===== config.mk =====
export PLATFORM = sky130hd
export DESIGN_NAME = port_ab_pin_function_select
export DESIGN_NICKNAME = d
export VERILOG_FILES = /design/src/rtl/pin_select_pkg.sv /design/src/rtl/pin_output_cell.sv /design/src/rtl/port_ab_pin_function_select.sv
export SDC_FILE = /design/constraint.sdc
export NUM_CORES = 1
export LEC_CHECK = 0
export BUFFER_PORTS_ARGS = -buffer_cell sky130_fd_sc_hd__buf_2
export CAP_MARGIN = 30
export CORE_MARGIN = 3
export CORE_UTILIZATION = 35
export CTS_CLUSTER_DIAMETER = 30
export DETAILED_ROUTE_END_ITERATION = 8
export RECOVER_POWER = 25
export REMOVE_ABC_BUFFERS = 1
export SETUP_SLACK_MARGIN = 0.15
export SYNTH_ARGS = -nofsm -noshare
export SYNTH_HDL_FRONTEND = slang
export SYNTH_HIERARCHICAL = 1
export SYNTH_SLANG_ARGS = --single-unit

===== constraint.sdc =====
create_clock -name clk_sys -period 2.3 [get_ports clk_sys]
set_input_delay 0 -clock clk_sys [delete_from_list [all_inputs] [get_ports clk_sys]]
set_output_delay 0 -clock clk_sys [all_outputs]
set_load 0.01 [all_outputs]

===== src/rtl/pin_select_pkg.sv =====
// Constants shared by the port A/B pin function select logic.
`default_nettype none
package pin_select_pkg;
    localparam int          REG_WIDTH       = 16;
    localparam int          ADDR_WIDTH      = 4;
    localparam logic [3:0]  ADDR_PA_LOW_FN  = 4'h0;
    localparam logic [3:0]  ADDR_PB_DIR     = 4'h1;
    localparam logic [3:0]  ADDR_PB_UPPER   = 4'h2;
    localparam logic [3:0]  ADDR_PB_LOWER   = 4'h3;
    localparam logic [15:0] PA_LOW_FN_RESET = 16'hFF95;
    localparam logic [15:0] PA_LOW_FN_ONES  = 16'hAA00;
    localparam logic [15:0] PB_DIR_RESET    = 16'h0000;
    localparam logic [15:0] PB_FN_RESET     = 16'h0000;
    localparam int          BIT_PIN7        = 14;
    localparam int          BIT_PIN6        = 12;
    localparam int          BIT_PIN5        = 10;
    localparam int          BIT_PIN4        = 8;
    localparam int          FLD_PIN3        = 6;
    localparam int          FLD_PIN2        = 4;
    localparam int          FLD_PIN1        = 2;
    localparam int          FLD_PIN0        = 0;
    localparam logic [1:0]  FN_GPIO         = 2'h0;
    localparam logic [1:0]  FN_ALT1         = 2'h1;
    localparam logic [1:0]  FN_ALT2         = 2'h2;
    localparam logic [1:0]  PB_FN_SERIAL    = 2'h2;
    localparam int          PB_SERIAL_PIN0  = 12;
    localparam int          PB_SERIAL_PIN1  = 13;
endpackage : pin_select_pkg
`default_nettype wire


===== src/rtl/pin_output_cell.sv =====
// One pin's output and enable flip-flops.
`default_nettype none
module pin_output_cell (
    input  wire logic clk_sys,
    input  wire logic rst_n,
    input  wire logic out_d,
    input  wire logic oe_n_d,
    output var  logic out_q,
    output var  logic oe_n_q
);
    always_ff @(posedge clk_sys or negedge rst_n) begin
        if (!rst_n) begin
            out_q  <= 1'b0;
            oe_n_q <= 1'b1;
        end else begin
            out_q  <= out_d;
            oe_n_q <= oe_n_d;
        end
    end
endmodule : pin_output_cell
`default_nettype wire


===== src/rtl/port_ab_pin_function_select.sv =====
// Port A low pin muxing, port B direction and port B function registers.
//
// Notes on behaviour
// - The unused odd positions 15, 13, 11, 9 of the port A low function register read as 1.
// - Bit 14 selects pin 7 as general I/O when 0 or bus-grant acknowledge when 1, reset 1.
// - Bit 12 selects pin 6 as general I/O when 0 or read strobe when 1, reset 1.
// - Bit 10 selects pin 5 as general I/O or high half / low byte strobe, reset 1.
// - Bit 8 selects pin 4 as general I/O or low half / single store strobe, reset 1.
// - Bits 7:6 select pin 3: I/O, chip select seven, wait input (reset), reserved.
// - The pin 3 pull-up works only in wait mode, as the bus controller asks.
// - Bits 5:4 select pin 2: I/O, chip select six (reset), timer 0 capture B, reserved.
// - Bits 3:2 select pin 1: I/O, chip select five (reset), row address strobe, reserved.
// - Bits 1:0 select pin 0: I/O, chip select four (reset), timer 0 capture A, reserved.
// - A port B direction bit of 1 makes the pin an output, 0 an input.
// - Port B direction applies only for I/O, timer capture or serial clock functions; here only for I/O, and serial clock on pins 12 and 13.
// - Port B direction clears on power-on reset only.
// - Two 16-bit port B function registers cover the upper and lower eight pins.
// - Both port B function registers clear on power-on reset only.
// - The port A low function register loads its pattern on power-on reset only.
`default_nettype none
module port_ab_pin_function_select
    import pin_select_pkg::*;
(
    input  wire logic                                 clk_sys,
    input  wire logic                                 rst_n,
    input  wire logic [pin_select_pkg::ADDR_WIDTH-1:0] reg_addr,
    input  wire logic [pin_select_pkg::REG_WIDTH-1:0]  reg_wdata,
    input  wire logic                                 reg_write,
    input  wire logic                                 reg_read,
    output var  logic [pin_select_pkg::REG_WIDTH-1:0]  reg_rdata,
    // Port A low pins 7..0
    input  wire logic [7:0]                           pa_pin_in,
    output var  logic [7:0]                           pa_pin_out,
    output var  logic [7:0]                           pa_pin_oe_n,
    input  wire logic [7:0]                           pa_gpio_out,
    input  wire logic [7:0]                           pa_gpio_dir,
    output var  logic [7:0]                           pa_gpio_in,
    // Peripheral sides
    input  wire logic                                 bus_grant_ack,
    input  wire logic                                 read_strobe,
    input  wire logic                                 high_half_store_strobe,
    input  wire logic                                 low_half_store_strobe,
    input  wire logic                                 chip_select_seven,
    input  wire logic                                 chip_select_six,
    input  wire logic                                 chip_select_five,
    input  wire logic                                 chip_select_four,
    input  wire logic                                 row_address_strobe,
    input  wire logic                                 wait_pullup_request,
    output var  logic                                 wait_in,
    output var  logic                                 pin3_pullup_en,
    input  wire logic                                 timer0_capture_a_out,
    input  wire logic                                 timer0_capture_a_oe,
    output var  logic                                 timer0_capture_a_in,
    input  wire logic                                 timer0_capture_b_out,
    input  wire logic                                 timer0_capture_b_oe,
    output var  logic                                 timer0_capture_b_in,
    // Port B
    output var  logic [pin_select_pkg::REG_WIDTH-1:0]  pb_dir_out,
    input  wire logic [pin_select_pkg::REG_WIDTH-1:0]  pb_alt_oe_n,
    output var  logic [pin_select_pkg::REG_WIDTH-1:0]  pb_pin_oe_n,
    output var  logic [pin_select_pkg::REG_WIDTH-1:0]  port_b_upper_function,
    output var  logic [pin_select_pkg::REG_WIDTH-1:0]  port_b_lower_function
);
    import pin_select_pkg::*;

    logic [REG_WIDTH-1:0] pa_fn_q;
    logic [REG_WIDTH-1:0] pb_dir_q;
    logic [REG_WIDTH-1:0] pb_up_q;
    logic [REG_WIDTH-1:0] pb_lo_q;
    logic [7:0]           pa_meta_q;
    logic [7:0]           pa_sync_q;
    logic [7:0]           out_d;
    logic [7:0]           oe_n_d;
    logic [1:0]           sel3;
    logic [1:0]           sel2;
    logic [1:0]           sel1;
    logic [1:0]           sel0;
    logic [31:0]          pb_fn_all;
    logic [REG_WIDTH-1:0] pb_dir_used;
    logic [REG_WIDTH-1:0] pb_oe_n_d;

    // Only rst_n (power-on) clears; there is no manual-reset input by design
    always_ff @(posedge clk_sys or negedge rst_n) begin
        if (!rst_n) begin
            pa_fn_q <= PA_LOW_FN_RESET;
        end else if (reg_write && reg_addr == ADDR_PA_LOW_FN) begin
            pa_fn_q <= reg_wdata | PA_LOW_FN_ONES;
        end
    end

    always_ff @(posedge clk_sys or negedge rst_n) begin
        if (!rst_n) begin
            pb_dir_q <= PB_DIR_RESET;
        end else if (reg_write && reg_addr == ADDR_PB_DIR) begin
            pb_dir_q <= reg_wdata;
        end
    end

    always_ff @(posedge clk_sys or negedge rst_n) begin
        if (!rst_n) begin
            pb_up_q <= PB_FN_RESET;
        end else if (reg_write && reg_addr == ADDR_PB_UPPER) begin
            pb_up_q <= reg_wdata;
        end
    end

    always_ff @(posedge clk_sys or negedge rst_n) begin
        if (!rst_n) begin
            pb_lo_q <= PB_FN_RESET;
        end else if (reg_write && reg_addr == ADDR_PB_LOWER) begin
            pb_lo_q <= reg_wdata;
        end
    end

    // Unmapped addresses read zero
    always_ff @(posedge clk_sys or negedge rst_n) begin
        if (!rst_n) begin
            reg_rdata <= '0;
        end else if (reg_read) begin
            case (reg_addr)
                ADDR_PA_LOW_FN: reg_rdata <= pa_fn_q | PA_LOW_FN_ONES;
                ADDR_PB_DIR:    reg_rdata <= pb_dir_q;
                ADDR_PB_UPPER:  reg_rdata <= pb_up_q;
                ADDR_PB_LOWER:  reg_rdata <= pb_lo_q;
                default:        reg_rdata <= '0;
            endcase
        end else begin
            reg_rdata <= '0;
        end
    end

    // Pin inputs come from outside, two stages first
    always_ff @(posedge clk_sys or negedge rst_n) begin
        if (!rst_n) begin
            pa_meta_q <= '0;
            pa_sync_q <= '0;
        end else begin
            pa_meta_q <= pa_pin_in;
            pa_sync_q <= pa_meta_q;
        end
    end

    // Two-bit function fields of pins 3..0
    assign sel3 = pa_fn_q[FLD_PIN3 +: 2];
    assign sel2 = pa_fn_q[FLD_PIN2 +: 2];
    assign sel1 = pa_fn_q[FLD_PIN1 +: 2];
    assign sel0 = pa_fn_q[FLD_PIN0 +: 2];

    // Reserved codes float the pin: safer than guessing a function
    always_comb begin
        // GPIO first; a selected function overrides it
        out_d  = pa_gpio_out;
        oe_n_d = ~pa_gpio_dir;
        if (pa_fn_q[BIT_PIN7]) begin
            out_d[7]  = bus_grant_ack;
            oe_n_d[7] = 1'b0;
        end
        if (pa_fn_q[BIT_PIN6]) begin
            out_d[6]  = read_strobe;
            oe_n_d[6] = 1'b0;
        end
        if (pa_fn_q[BIT_PIN5]) begin
            out_d[5]  = high_half_store_strobe;
            oe_n_d[5] = 1'b0;
        end
        if (pa_fn_q[BIT_PIN4]) begin
            out_d[4]  = low_half_store_strobe;
            oe_n_d[4] = 1'b0;
        end
        case (sel3)
            FN_GPIO: ;
            FN_ALT1: begin
                out_d[3]  = chip_select_seven;
                oe_n_d[3] = 1'b0;
            end
            default: oe_n_d[3] = 1'b1;
        endcase
        case (sel2)
            FN_GPIO: ;
            FN_ALT1: begin
                out_d[2]  = chip_select_six;
                oe_n_d[2] = 1'b0;
            end
            FN_ALT2: begin
                out_d[2]  = timer0_capture_b_out;
                oe_n_d[2] = ~timer0_capture_b_oe;
            end
            default: oe_n_d[2] = 1'b1;
        endcase
        case (sel1)
            FN_GPIO: ;
            FN_ALT1: begin
                out_d[1]  = chip_select_five;
                oe_n_d[1] = 1'b0;
            end
            FN_ALT2: begin
                out_d[1]  = row_address_strobe;
                oe_n_d[1] = 1'b0;
            end
            default: oe_n_d[1] = 1'b1;
        endcase
        case (sel0)
            FN_GPIO: ;
            FN_ALT1: begin
                out_d[0]  = chip_select_four;
                oe_n_d[0] = 1'b0;
            end
            FN_ALT2: begin
                out_d[0]  = timer0_capture_a_out;
                oe_n_d[0] = ~timer0_capture_a_oe;
            end
            default: oe_n_d[0] = 1'b1;
        endcase
    end

    // One cell per pin so every pad output leaves a flip-flop
    genvar gi;
    generate
        for (gi = 0; gi < 8; gi++) begin : g_pa_pin
            pin_output_cell u_cell (
                .clk_sys (clk_sys),
                .rst_n   (rst_n),
                .out_d   (out_d[gi]),
                .oe_n_d  (oe_n_d[gi]),
                .out_q   (pa_pin_out[gi]),
                .oe_n_q  (pa_pin_oe_n[gi])
            );
        end
    endgenerate

    // Inputs returned to GPIO ungated; the peripheral inputs below are gated by function
    always_ff @(posedge clk_sys or negedge rst_n) begin
        if (!rst_n) begin
            pa_gpio_in <= '0;
        end else begin
            pa_gpio_in <= pa_sync_q;
        end
    end

    // Idle level high so the bus controller never sees a false wait
    always_ff @(posedge clk_sys or negedge rst_n) begin
        if (!rst_n) begin
            wait_in        <= 1'b1;
            pin3_pullup_en <= 1'b0;
        end else begin
            wait_in        <= (sel3 == FN_ALT2) ? pa_sync_q[3] : 1'b1;
            pin3_pullup_en <= (sel3 == FN_ALT2) && wait_pullup_request;
        end
    end

    // Unselected capture inputs rest low so the timer sees no edges
    always_ff @(posedge clk_sys or negedge rst_n) begin
        if (!rst_n) begin
            timer0_capture_a_in <= 1'b0;
            timer0_capture_b_in <= 1'b0;
        end else begin
            timer0_capture_a_in <= (sel0 == FN_ALT2) ? pa_sync_q[0] : 1'b0;
            timer0_capture_b_in <= (sel2 == FN_ALT2) ? pa_sync_q[2] : 1'b0;
        end
    end

    // Port B: field per pin, lower register holds pins 7..0
    assign pb_fn_all = {pb_up_q, pb_lo_q};

    generate
        for (gi = 0; gi < REG_WIDTH; gi++) begin : g_pb_pin
            // Timer functions of port B live in encodings outside this block;
            // pins left at I/O or switched to serial clock honour direction
            if (gi == PB_SERIAL_PIN0 || gi == PB_SERIAL_PIN1) begin : g_ser
                assign pb_dir_used[gi] = (pb_fn_all[2*gi +: 2] == FN_GPIO)
                                      || (pb_fn_all[2*gi +: 2] == PB_FN_SERIAL);
            end else begin : g_plain
                assign pb_dir_used[gi] = (pb_fn_all[2*gi +: 2] == FN_GPIO);
            end
            assign pb_oe_n_d[gi] = pb_dir_used[gi] ? ~pb_dir_q[gi] : pb_alt_oe_n[gi];
        end
    endgenerate

    // All port B pins released until software picks a direction or a non-I/O function
    always_ff @(posedge clk_sys or negedge rst_n) begin
        if (!rst_n) begin
            pb_dir_out  <= PB_DIR_RESET;
            pb_pin_oe_n <= '1;
        end else begin
            pb_dir_out  <= pb_dir_q;
            pb_pin_oe_n <= pb_oe_n_d;
        end
    end

    // Copies for the port B function mux, which lives outside this block
    always_ff @(posedge clk_sys or negedge rst_n) begin
        if (!rst_n) begin
            port_b_upper_function <= PB_FN_RESET;
            port_b_lower_function <= PB_FN_RESET;
        end else begin
            port_b_upper_function <= pb_up_q;
            port_b_lower_function <= pb_lo_q;
        end
    end
endmodule : port_ab_pin_function_select
`default_nettype wire


# Yosys cells after proc, flatten, opt, wreduce, memory -nomap -nowiden

Cells that the tools add are included.

Input bits: 78
Word-level logic and storage cells: 130
Output and inout port bits: 108
Bits in registers: 184

Reduce and logical (&&, ||, !) cells: 29
Eq/ne operators: 13
Muxes and demuxes: 37
Bitwise gates (word level): 19

Operator list:

| cell                 | number |
|---|---|
| $pmux W16 S4         | 1 |
| $logic_not A2 Y1     | 20 |
| $mux W1              | 28 |
| $not A1 Y1           | 18 |
| $mux W16             | 1 |
| $eq A2 B2 Y1 const B | 6 |
| $pmux W1 S2          | 5 |
| $eq A2 B1 Y1 const B | 4 |
| $eq A4 B2 Y1 const B | 2 |
| $not A8 Y8           | 1 |
| $pmux W1 S3          | 2 |
| $logic_and A1 B1 Y1  | 5 |
| $eq A4 B1 Y1 const B | 1 |
| $logic_not A4 Y1     | 1 |
| $logic_or A1 B1 Y1   | 2 |
| $reduce_or A2 Y1     | 1 |

# Depth between registers and ports, before layout

Gate-level depths: netlist of the first run.

Depth in word-level cells: 3
Depth in mapped cells: 5
Depth with buffers taken out: 4

# By module

Netlist of the first run, hierarchy kept.

By module, submodules not included:

| module                      | instances | area an instance (µm²) | cells an instance | seq. area each (µm²) |
|---|---|---|---|---|
| port_ab_pin_function_select | 1         | 6,165.9                | 408               | 4,235.3 |
| pin_output_cell             | 8         | 51.3                   | 2                 | 51.3 |

# Worst setup path after synthesis of the first run

OpenSTA, ideal clock, no wires.

Kind: reg-to-reg
From: reg pa_fn_q[0]
To: reg g_pa_pin[0].u_cell.out_q
Required time: 2,176 ps
Slack: 1,147 ps
Path buffers: 0
Cell stages (with the launch flop): 5
Setup time: 124 ps
Period minus slack after synthesis: 1,153 ps
Arrival time: 1,029 ps
Path through: dfstp_2 > inv_1 > ha_1 > a22oi_1 > a21oi_1

Longest elaborated chain between the ends: 2
Elaborated cells between the ends (all ways): 3
Those cells by class: 2 x eq/ne; 1 x mux

Ends and longest elaborated chain:

| what                                                | RTL line                           | source |
|---|---|---|
| start, declared                                     | port_ab_pin_function_select.sv:66  | `logic [REG_WIDTH-1:0] pa_fn_q;` |
| start signal, assigned                              | port_ab_pin_function_select.sv:87  | `pa_fn_q <= reg_wdata \| PA_LOW_FN_ONES;` |
| $eq A2 B2 Y1 / $eq A2 B1 Y1 (equally long branches) | port_ab_pin_function_select.sv:202 | `case (sel0)` |
| $pmux W1 S2 *                                       | port_ab_pin_function_select.sv:202 |  |
| net out_d[0]                                        | port_ab_pin_function_select.sv:72  | `logic [7:0] out_d;` |
| end signal, assigned                                | pin_output_cell.sv:16              | `out_q <= out_d;` |
| end, declared                                       | pin_output_cell.sv:8               | `output var logic out_q,` |

The timed path passes the listed nets; every way through them passes the cells marked *.
A chain may end at the register's enable or synchronous reset.

# Worst setup path in the final report of the first run

Ends and elaborated chain as after synthesis.

==> flow_summary.toml, run 1 <==
[global_route]
grt_pass1_vias = 4648
grt.total_usage_pct = 16.20
grt_antenna_before_repair = 0
grt_max_degree = 63
grt-ovfl-total = 0
grt_pass1_wl_mm = 25.16

[clock_tree]
clock_latency_ns = 0.42
htreeDepth = 4
tritoncts = "built"
numClockSinks = 184
cts_root_buf = "clkbuf_16"
cts_setup_buffers = 0
cts_buffers = 17
clk_pin_slew_ns = 0.07
cts.path.max_buffers = 2

[setup_path]
end_kind = "flip-flop"
cp_max_fo = 5
worstPathArrival_ns = 2.11
critical_path_required_ns = 2.60
cp_slowest_cell = "dfstp_2"
path_class = "reg -> reg"
crit_path_start_kind = "flip-flop"
max_stage_delay_ns = 0.57
path_cells = "inv_1, ha_1, a22oi_1, a21oi_1, dlygate4sd3_1"
path_delay_family = "buffers and inverters"
worst-path-buf-inv = 2

[floorplan]
row_count = 49
ios = 186
die-width_um = 143.1
die_h_um = 143.1
initial_core_util_pct = 36.12
die-area_um2 = 20470
fp.coreArea_um2 = 18210

[sta]
whs_ns = 0.2135
timing.fmax_mhz = 554.0
finalSetupTns_ns = 0
tightest_slew_ns = 1.535
setup_viol_count_final = 0
finalHoldViolCount = 0
skew_ns = 0.008597
rsz0062_at_grt = "no"
post-route-min-period_ns = 1.805
slew_headroom_pct = -2.332
period_share_pct = 78.48
slew_violations = 62
worst_slack_ns = 0.4951

[routing]
avgRoutedWirePerCell_um = 17.08
antenna_left = 0
viasPerCell = 4.649
vias = 4333
drtPass1Iterations = 4
wl_mm = 15.92
drt_iter0_drc = 145
drc = 0

[synth]
syn_area_per_cell_um2 = 15.51
synthCells = 424
ys_warn_count = 6
synthFlopType = "dfrtp_1"
ys_ff_latch = 184
syn_area_um2 = 6576
yosysSeqAreaShare_pct = 70.64
synth_edf_count = 0
async_flop_share_pct = 100.0
synthDistinctLibCells = 32

[hold_path]
hold_class = "in -> reg"

[final_layout]
final_cell_mix = "184 x buf_2, 151 x dfrtp_1, 70 x dlygate4sd3_1"
area.growth.synth_to_final_pct = 37.25
final_util_pct = 49.57
final-seq-area_um2 = 4646
fillers = 1601
multiInputGateArea_um2 = 1795
antennaDiodeCount = 0
drive_gt1_share_pct = 46.94
fin_nets = 779
final_common_cell = "buf_2"

[power]
worst_ir_drop_vdd_v = 0.0005461
power.leakage_uw = 0.004369
power_density_nw_per_um2 = 975.2
power_uw = 8803

[outcome]
status = "finished, violations left"
violations = "max-capacitance violations, max-slew violations"

[placement]
pre_cts_ws_ns = 0.7368
dp_hpwl_mm = 10.57
place_congestion = 0.7570
port_buffers = 185

[flow_run]
max-cap-violations = 1
[final timing paths]
| kind | start | endpoint | cells past startpoint | slack (ns) |
|---|---|---|---|---|
| worst max-delay path | pa_fn_q[0]$_DFFE_PN1P_ | g_pa_pin[0].u_cell/out_q$_DFF_PN0_ | 5 | 0.50 |
| worst min-delay path | pa_gpio_dir[7] | g_pa_pin[7].u_cell/oe_n_q$_DFF_PN1_ | 3 | 0.21 |
| worst max register to register | pa_fn_q[0]$_DFFE_PN1P_ | g_pa_pin[0].u_cell/out_q$_DFF_PN0_ | 5 | 0.50 |
| worst min register to register | pa_meta_q[0]$_DFF_PN0_ | pa_sync_q[0]$_DFF_PN0_ | 0 | 0.35 |
| max in group asynchronous | rst_n | pb_pin_oe_n[6]$_DFF_PN1_ | 3 | 0.62 |
| min in group asynchronous | rst_n | pa_gpio_in[2]$_DFF_PN0_ | 2 | 0.49 |
[sequential cells by signal, indices dropped and copies added, names as in the netlist, 8 cells and up]
| register | cells |
|---|---|
| pb_dir_q | 16 |
| g_pa_pin.u_cell/out_q | 8 |
| g_pa_pin.u_cell/oe_n_q | 8 |
| pb_up_q | 16 |
| pb_pin_oe_n | 16 |
| pa_gpio_in | 8 |
| port_b_upper_function | 16 |
| pb_lo_q | 16 |
| reg_rdata | 16 |
| pb_dir_out | 16 |
| pa_fn_q | 12 |
| pa_meta_q | 8 |
| port_b_lower_function | 16 |
| pa_sync_q | 8 |
[worst reg2reg max path, cell delays in order (launching register included)]
cell and delay [ns]:
dfstp_2 0.57, inv_1 0.07, ha_1 0.22, a22oi_1 0.20
a21oi_1 0.09, dlygate4sd3_1 0.55
[Yosys cell counts (2+ instances only)]
| library cell | instances | area (µm²) |
|---|---|---|
| buf_6 | 3 | 33.78 |
| inv_1 | 10 | 37.54 |
| dfrtp_1 | 151 | 3779 |
| and2_1 | 2 | 12.51 |
| o22a_2 | 5 | 50.05 |
| mux2_2 | 65 | 732.0 |
| nor2_1 | 49 | 183.9 |
| buf_2 | 9 | 45.04 |
| a22oi_1 | 3 | 22.52 |
| mux2i_1 | 27 | 270.3 |
| a21oi_1 | 19 | 95.09 |
| nand2_1 | 3 | 11.26 |
| nor2b_1 | 5 | 31.28 |
| ha_1 | 11 | 137.6 |
| dfstp_2 | 33 | 867.1 |
| o21ai_0 | 4 | 20.02 |
| o22a_1 | 10 | 87.58 |
[cells by family after synthesis]
family | synth area share [%]
flip-flops | 70.64
multiplexers | 15.64
AND/OR/NAND/NOR | 5.270
AO/OA/AOI/OAI | 4.300
buffers and inverters | 2.055
adder cells (fa/ha/maj) | 2.093
[routing by layer]
metal	wire length (µm)	up-vias	GRT usage (%)
met3	808	15	3.550
met1	7138	2201	21.88
li1	-	1988	-
met2	7744	129	25.99
met5	0	-	0
met4	225	0	5.653
[power breakdown]
part / internal [µW] / switching (µW)
logic: 828 / 750
clock network: 1640 / 1240
registers: 3960 / 395
[layout make-up]
cell class / instances / area share (%)
flip-flops and latches: 184 / 51.47
multi-input cells: 216 / 19.89
repair buffers: 261 / 18.66
clock buffers: 21 / 4.990
well taps: 229 / 3.174
clock inverters: 11 / 1.400
inverters: 10 / 0.4159
[what timing repair did]
item / CTS / global route
resized for setup: 0 / 0
hold endpoints to repair: 160 / 0
hold buffers: 70 / 0
[per-stage QoR]
step,cell area [µm²],std cells
floorplan,6479,410
global placement,7757,830
detailed placement,7757,830
CTS,9035,932
global route,9026,932
finish,9026,932
(Power assumes the default switching activity.)
==> run 2, diff against run 1 <==
==> constraint.sdc (replaced) <==
create_clock -name clk_sys -period 1.5 [get_ports clk_sys]
set_input_delay 0 -clock clk_sys [delete_from_list [all_inputs] [get_ports clk_sys]]
set_output_delay 0 -clock clk_sys [all_outputs]
set_load 0.01 [all_outputs]
==> run 2 against run 1 <==
The run now ends clean. Via count hardly changed. Worst setup slack worse by 0.26 ns. Global-route usage is 0.19 points lower. Final area is 1.6% higher. Count of clock-buffer cells in the layout is 1 higher. Sequential share of layout area is 0.84 points lower. Routed wire length is 0.42% lower. Hold slack worse by 0.18 ns. Largest power group unchanged.
==> flow_summary.toml, run 2 (same netlist as run 1, synthesis figures left out) <==
[sta]
timing.fmax_mhz = 789.4
finalHoldViolCount = 0
slew_violations = 0
rsz0062_at_grt = "no"
skew_ns = 0.009510
post-route-min-period_ns = 1.267
finalSetupTns_ns = 0
period_share_pct = 84.46
slew_headroom_pct = 35.75
setup_viol_count_final = 0
tightest_slew_ns = 0.9638

[placement]
place_congestion = 0.7649
placed_area_um2 = 7885
port_buffers = 185
dp_hpwl_mm = 10.79

[global_route]
grt-ovfl-total = 0
grt_pass1_wl_mm = 24.98
grt_pass1_vias = 4680
grt_max_degree = 59
grt_antenna_before_repair = 0
grt.total_usage_pct = 16.01

[final_layout]
fin_nets = 789
final-seq-area_um2 = 4646
fillers = 1556
final_cell_mix = "183 x buf_2, 151 x dfrtp_1, 73 x dlygate4sd3_1"
multiInputGateArea_um2 = 1795
final_common_cell = "buf_2"
antennaDiodeCount = 0
fin_area_um2 = 9175
area.growth.synth_to_final_pct = 39.52
drive_gt1_share_pct = 47.41

[floorplan]
die-area_um2 = 20470
fp.coreArea_um2 = 18210
die_h_um = 143.1
ios = 186
die-width_um = 143.1
row_count = 49
initial_core_util_pct = 36.12

[clock_tree]
clock_latency_ns = 0.42
cts_buffers = 17
htreeDepth = 4
cts_setup_buffers = 0
post_cts_resized = 0
clk_pin_slew_ns = 0.06
cts.path.max_buffers = 2
numClockSinks = 184
cts_root_buf = "clkbuf_16"
tritoncts = "built"

[routing]
viasPerCell = 4.602
drtPass1Iterations = 6
wl_mm = 15.85
avgRoutedWirePerCell_um = 16.82
vias = 4335
drc = 0
drt_iter0_drc = 136
antenna_left = 0

[power]
power.leakage_uw = 0.004445
power_uw = 13290
worst_ir_drop_vdd_v = 0.0008617
power_density_nw_per_um2 = 1449

[hold_path]
hold_class = "in -> reg"

[outcome]
status = "completed"

[setup_path]
end_kind = "flip-flop"
critical_path_required_ns = 1.80
path_class = "reg -> reg"
crit_path_start_kind = "flip-flop"
worstPathArrival_ns = 1.57
cp_max_fo = 5

[flow_run]
max-cap-violations = 0
[run 2: cell count changes in the layout (fill, tap and decap cells not counted), sizes merged]
cell / previous run / this run
buf: 190 / 196
bufinv: 2 / 1
clkbuf: 22 / 24
clkinv: 3 / 4
clkinvlp: 4 / 3
dlygate4sd3: 70 / 73
[run 2: critical path, stage by stage, from the launching register on]
cell and delay (ns):
dfstp_2 0.58, inv_1 0.08, ha_1 0.23, a22oi_1 0.18, a21oi_1 0.09
[run 2: layout make-up]
class                      instances  area share [%]
sequential                       184           50.63
timing repair buffer             271           20.07
multi-input combinational        216           19.57
clock buffer                      22           5.168
tap                              229           3.123
clock inverter                    10           1.023
inverter                          10          0.4091
[run 2: final timing paths]
path | start | endpoint | slack [ns] | depth (start not counted)
max | pa_fn_q[4]$_DFFE_PN1P_ | g_pa_pin[2].u_cell/out_q$_DFF_PN0_ | 0.23 | 4
max in group asynchronous | rst_n | pb_pin_oe_n[12]$_DFF_PN1_ | 0.33 | 3
min reg2reg | pa_sync_q[4]$_DFF_PN0_ | pa_gpio_in[4]$_DFF_PN0_ | 0.35 | 0
min in group asynchronous | rst_n | timer0_capture_b_in$_DFF_PN0_ | 0.27 | 2
max reg2reg | pa_fn_q[4]$_DFFE_PN1P_ | g_pa_pin[2].u_cell/out_q$_DFF_PN0_ | 0.23 | 4
min | reg_addr[2] | reg_rdata[15]$_DFF_PN0_ | 0.03 | 4
[run 2: through the flow]
stage,hold WS (ns),std cells,utilization [%],setup slack (ns)
5_1_grt,0.05814,942,50.39,0.1375
2_1_floorplan,-0.2956,410,-,0.3468
4_1_cts,0.008539,942,50.44,0.2308
6_report,0.02967,942,50.39,0.2332
3_5_place_dp,-0.06318,837,43.30,0.1721
3_3_place_gp,-0.06943,837,43.30,0.2045
[run 2: timing repair]
action                                 in CTS  in global routing
hold buffers                               73                  0
setup endpoints to repair                   0                  0
endpoints found under the hold margin     262                  0
[run 2: metal layers]
metal	share of wire (%)	GRT usage (%)	up-vias
li1	-	-	2015
met1	44	21.12	2174
met2	49	26.06	133
met3	5.4	4.521	13
met4	1.1	4.452	0
met5	0	0	-
[run 2: power breakdown]
part           internal [µW]  switching [µW]
combinational           1220            1150
sequential              6070             615
clock                   2420            1820
total                   9710            3580
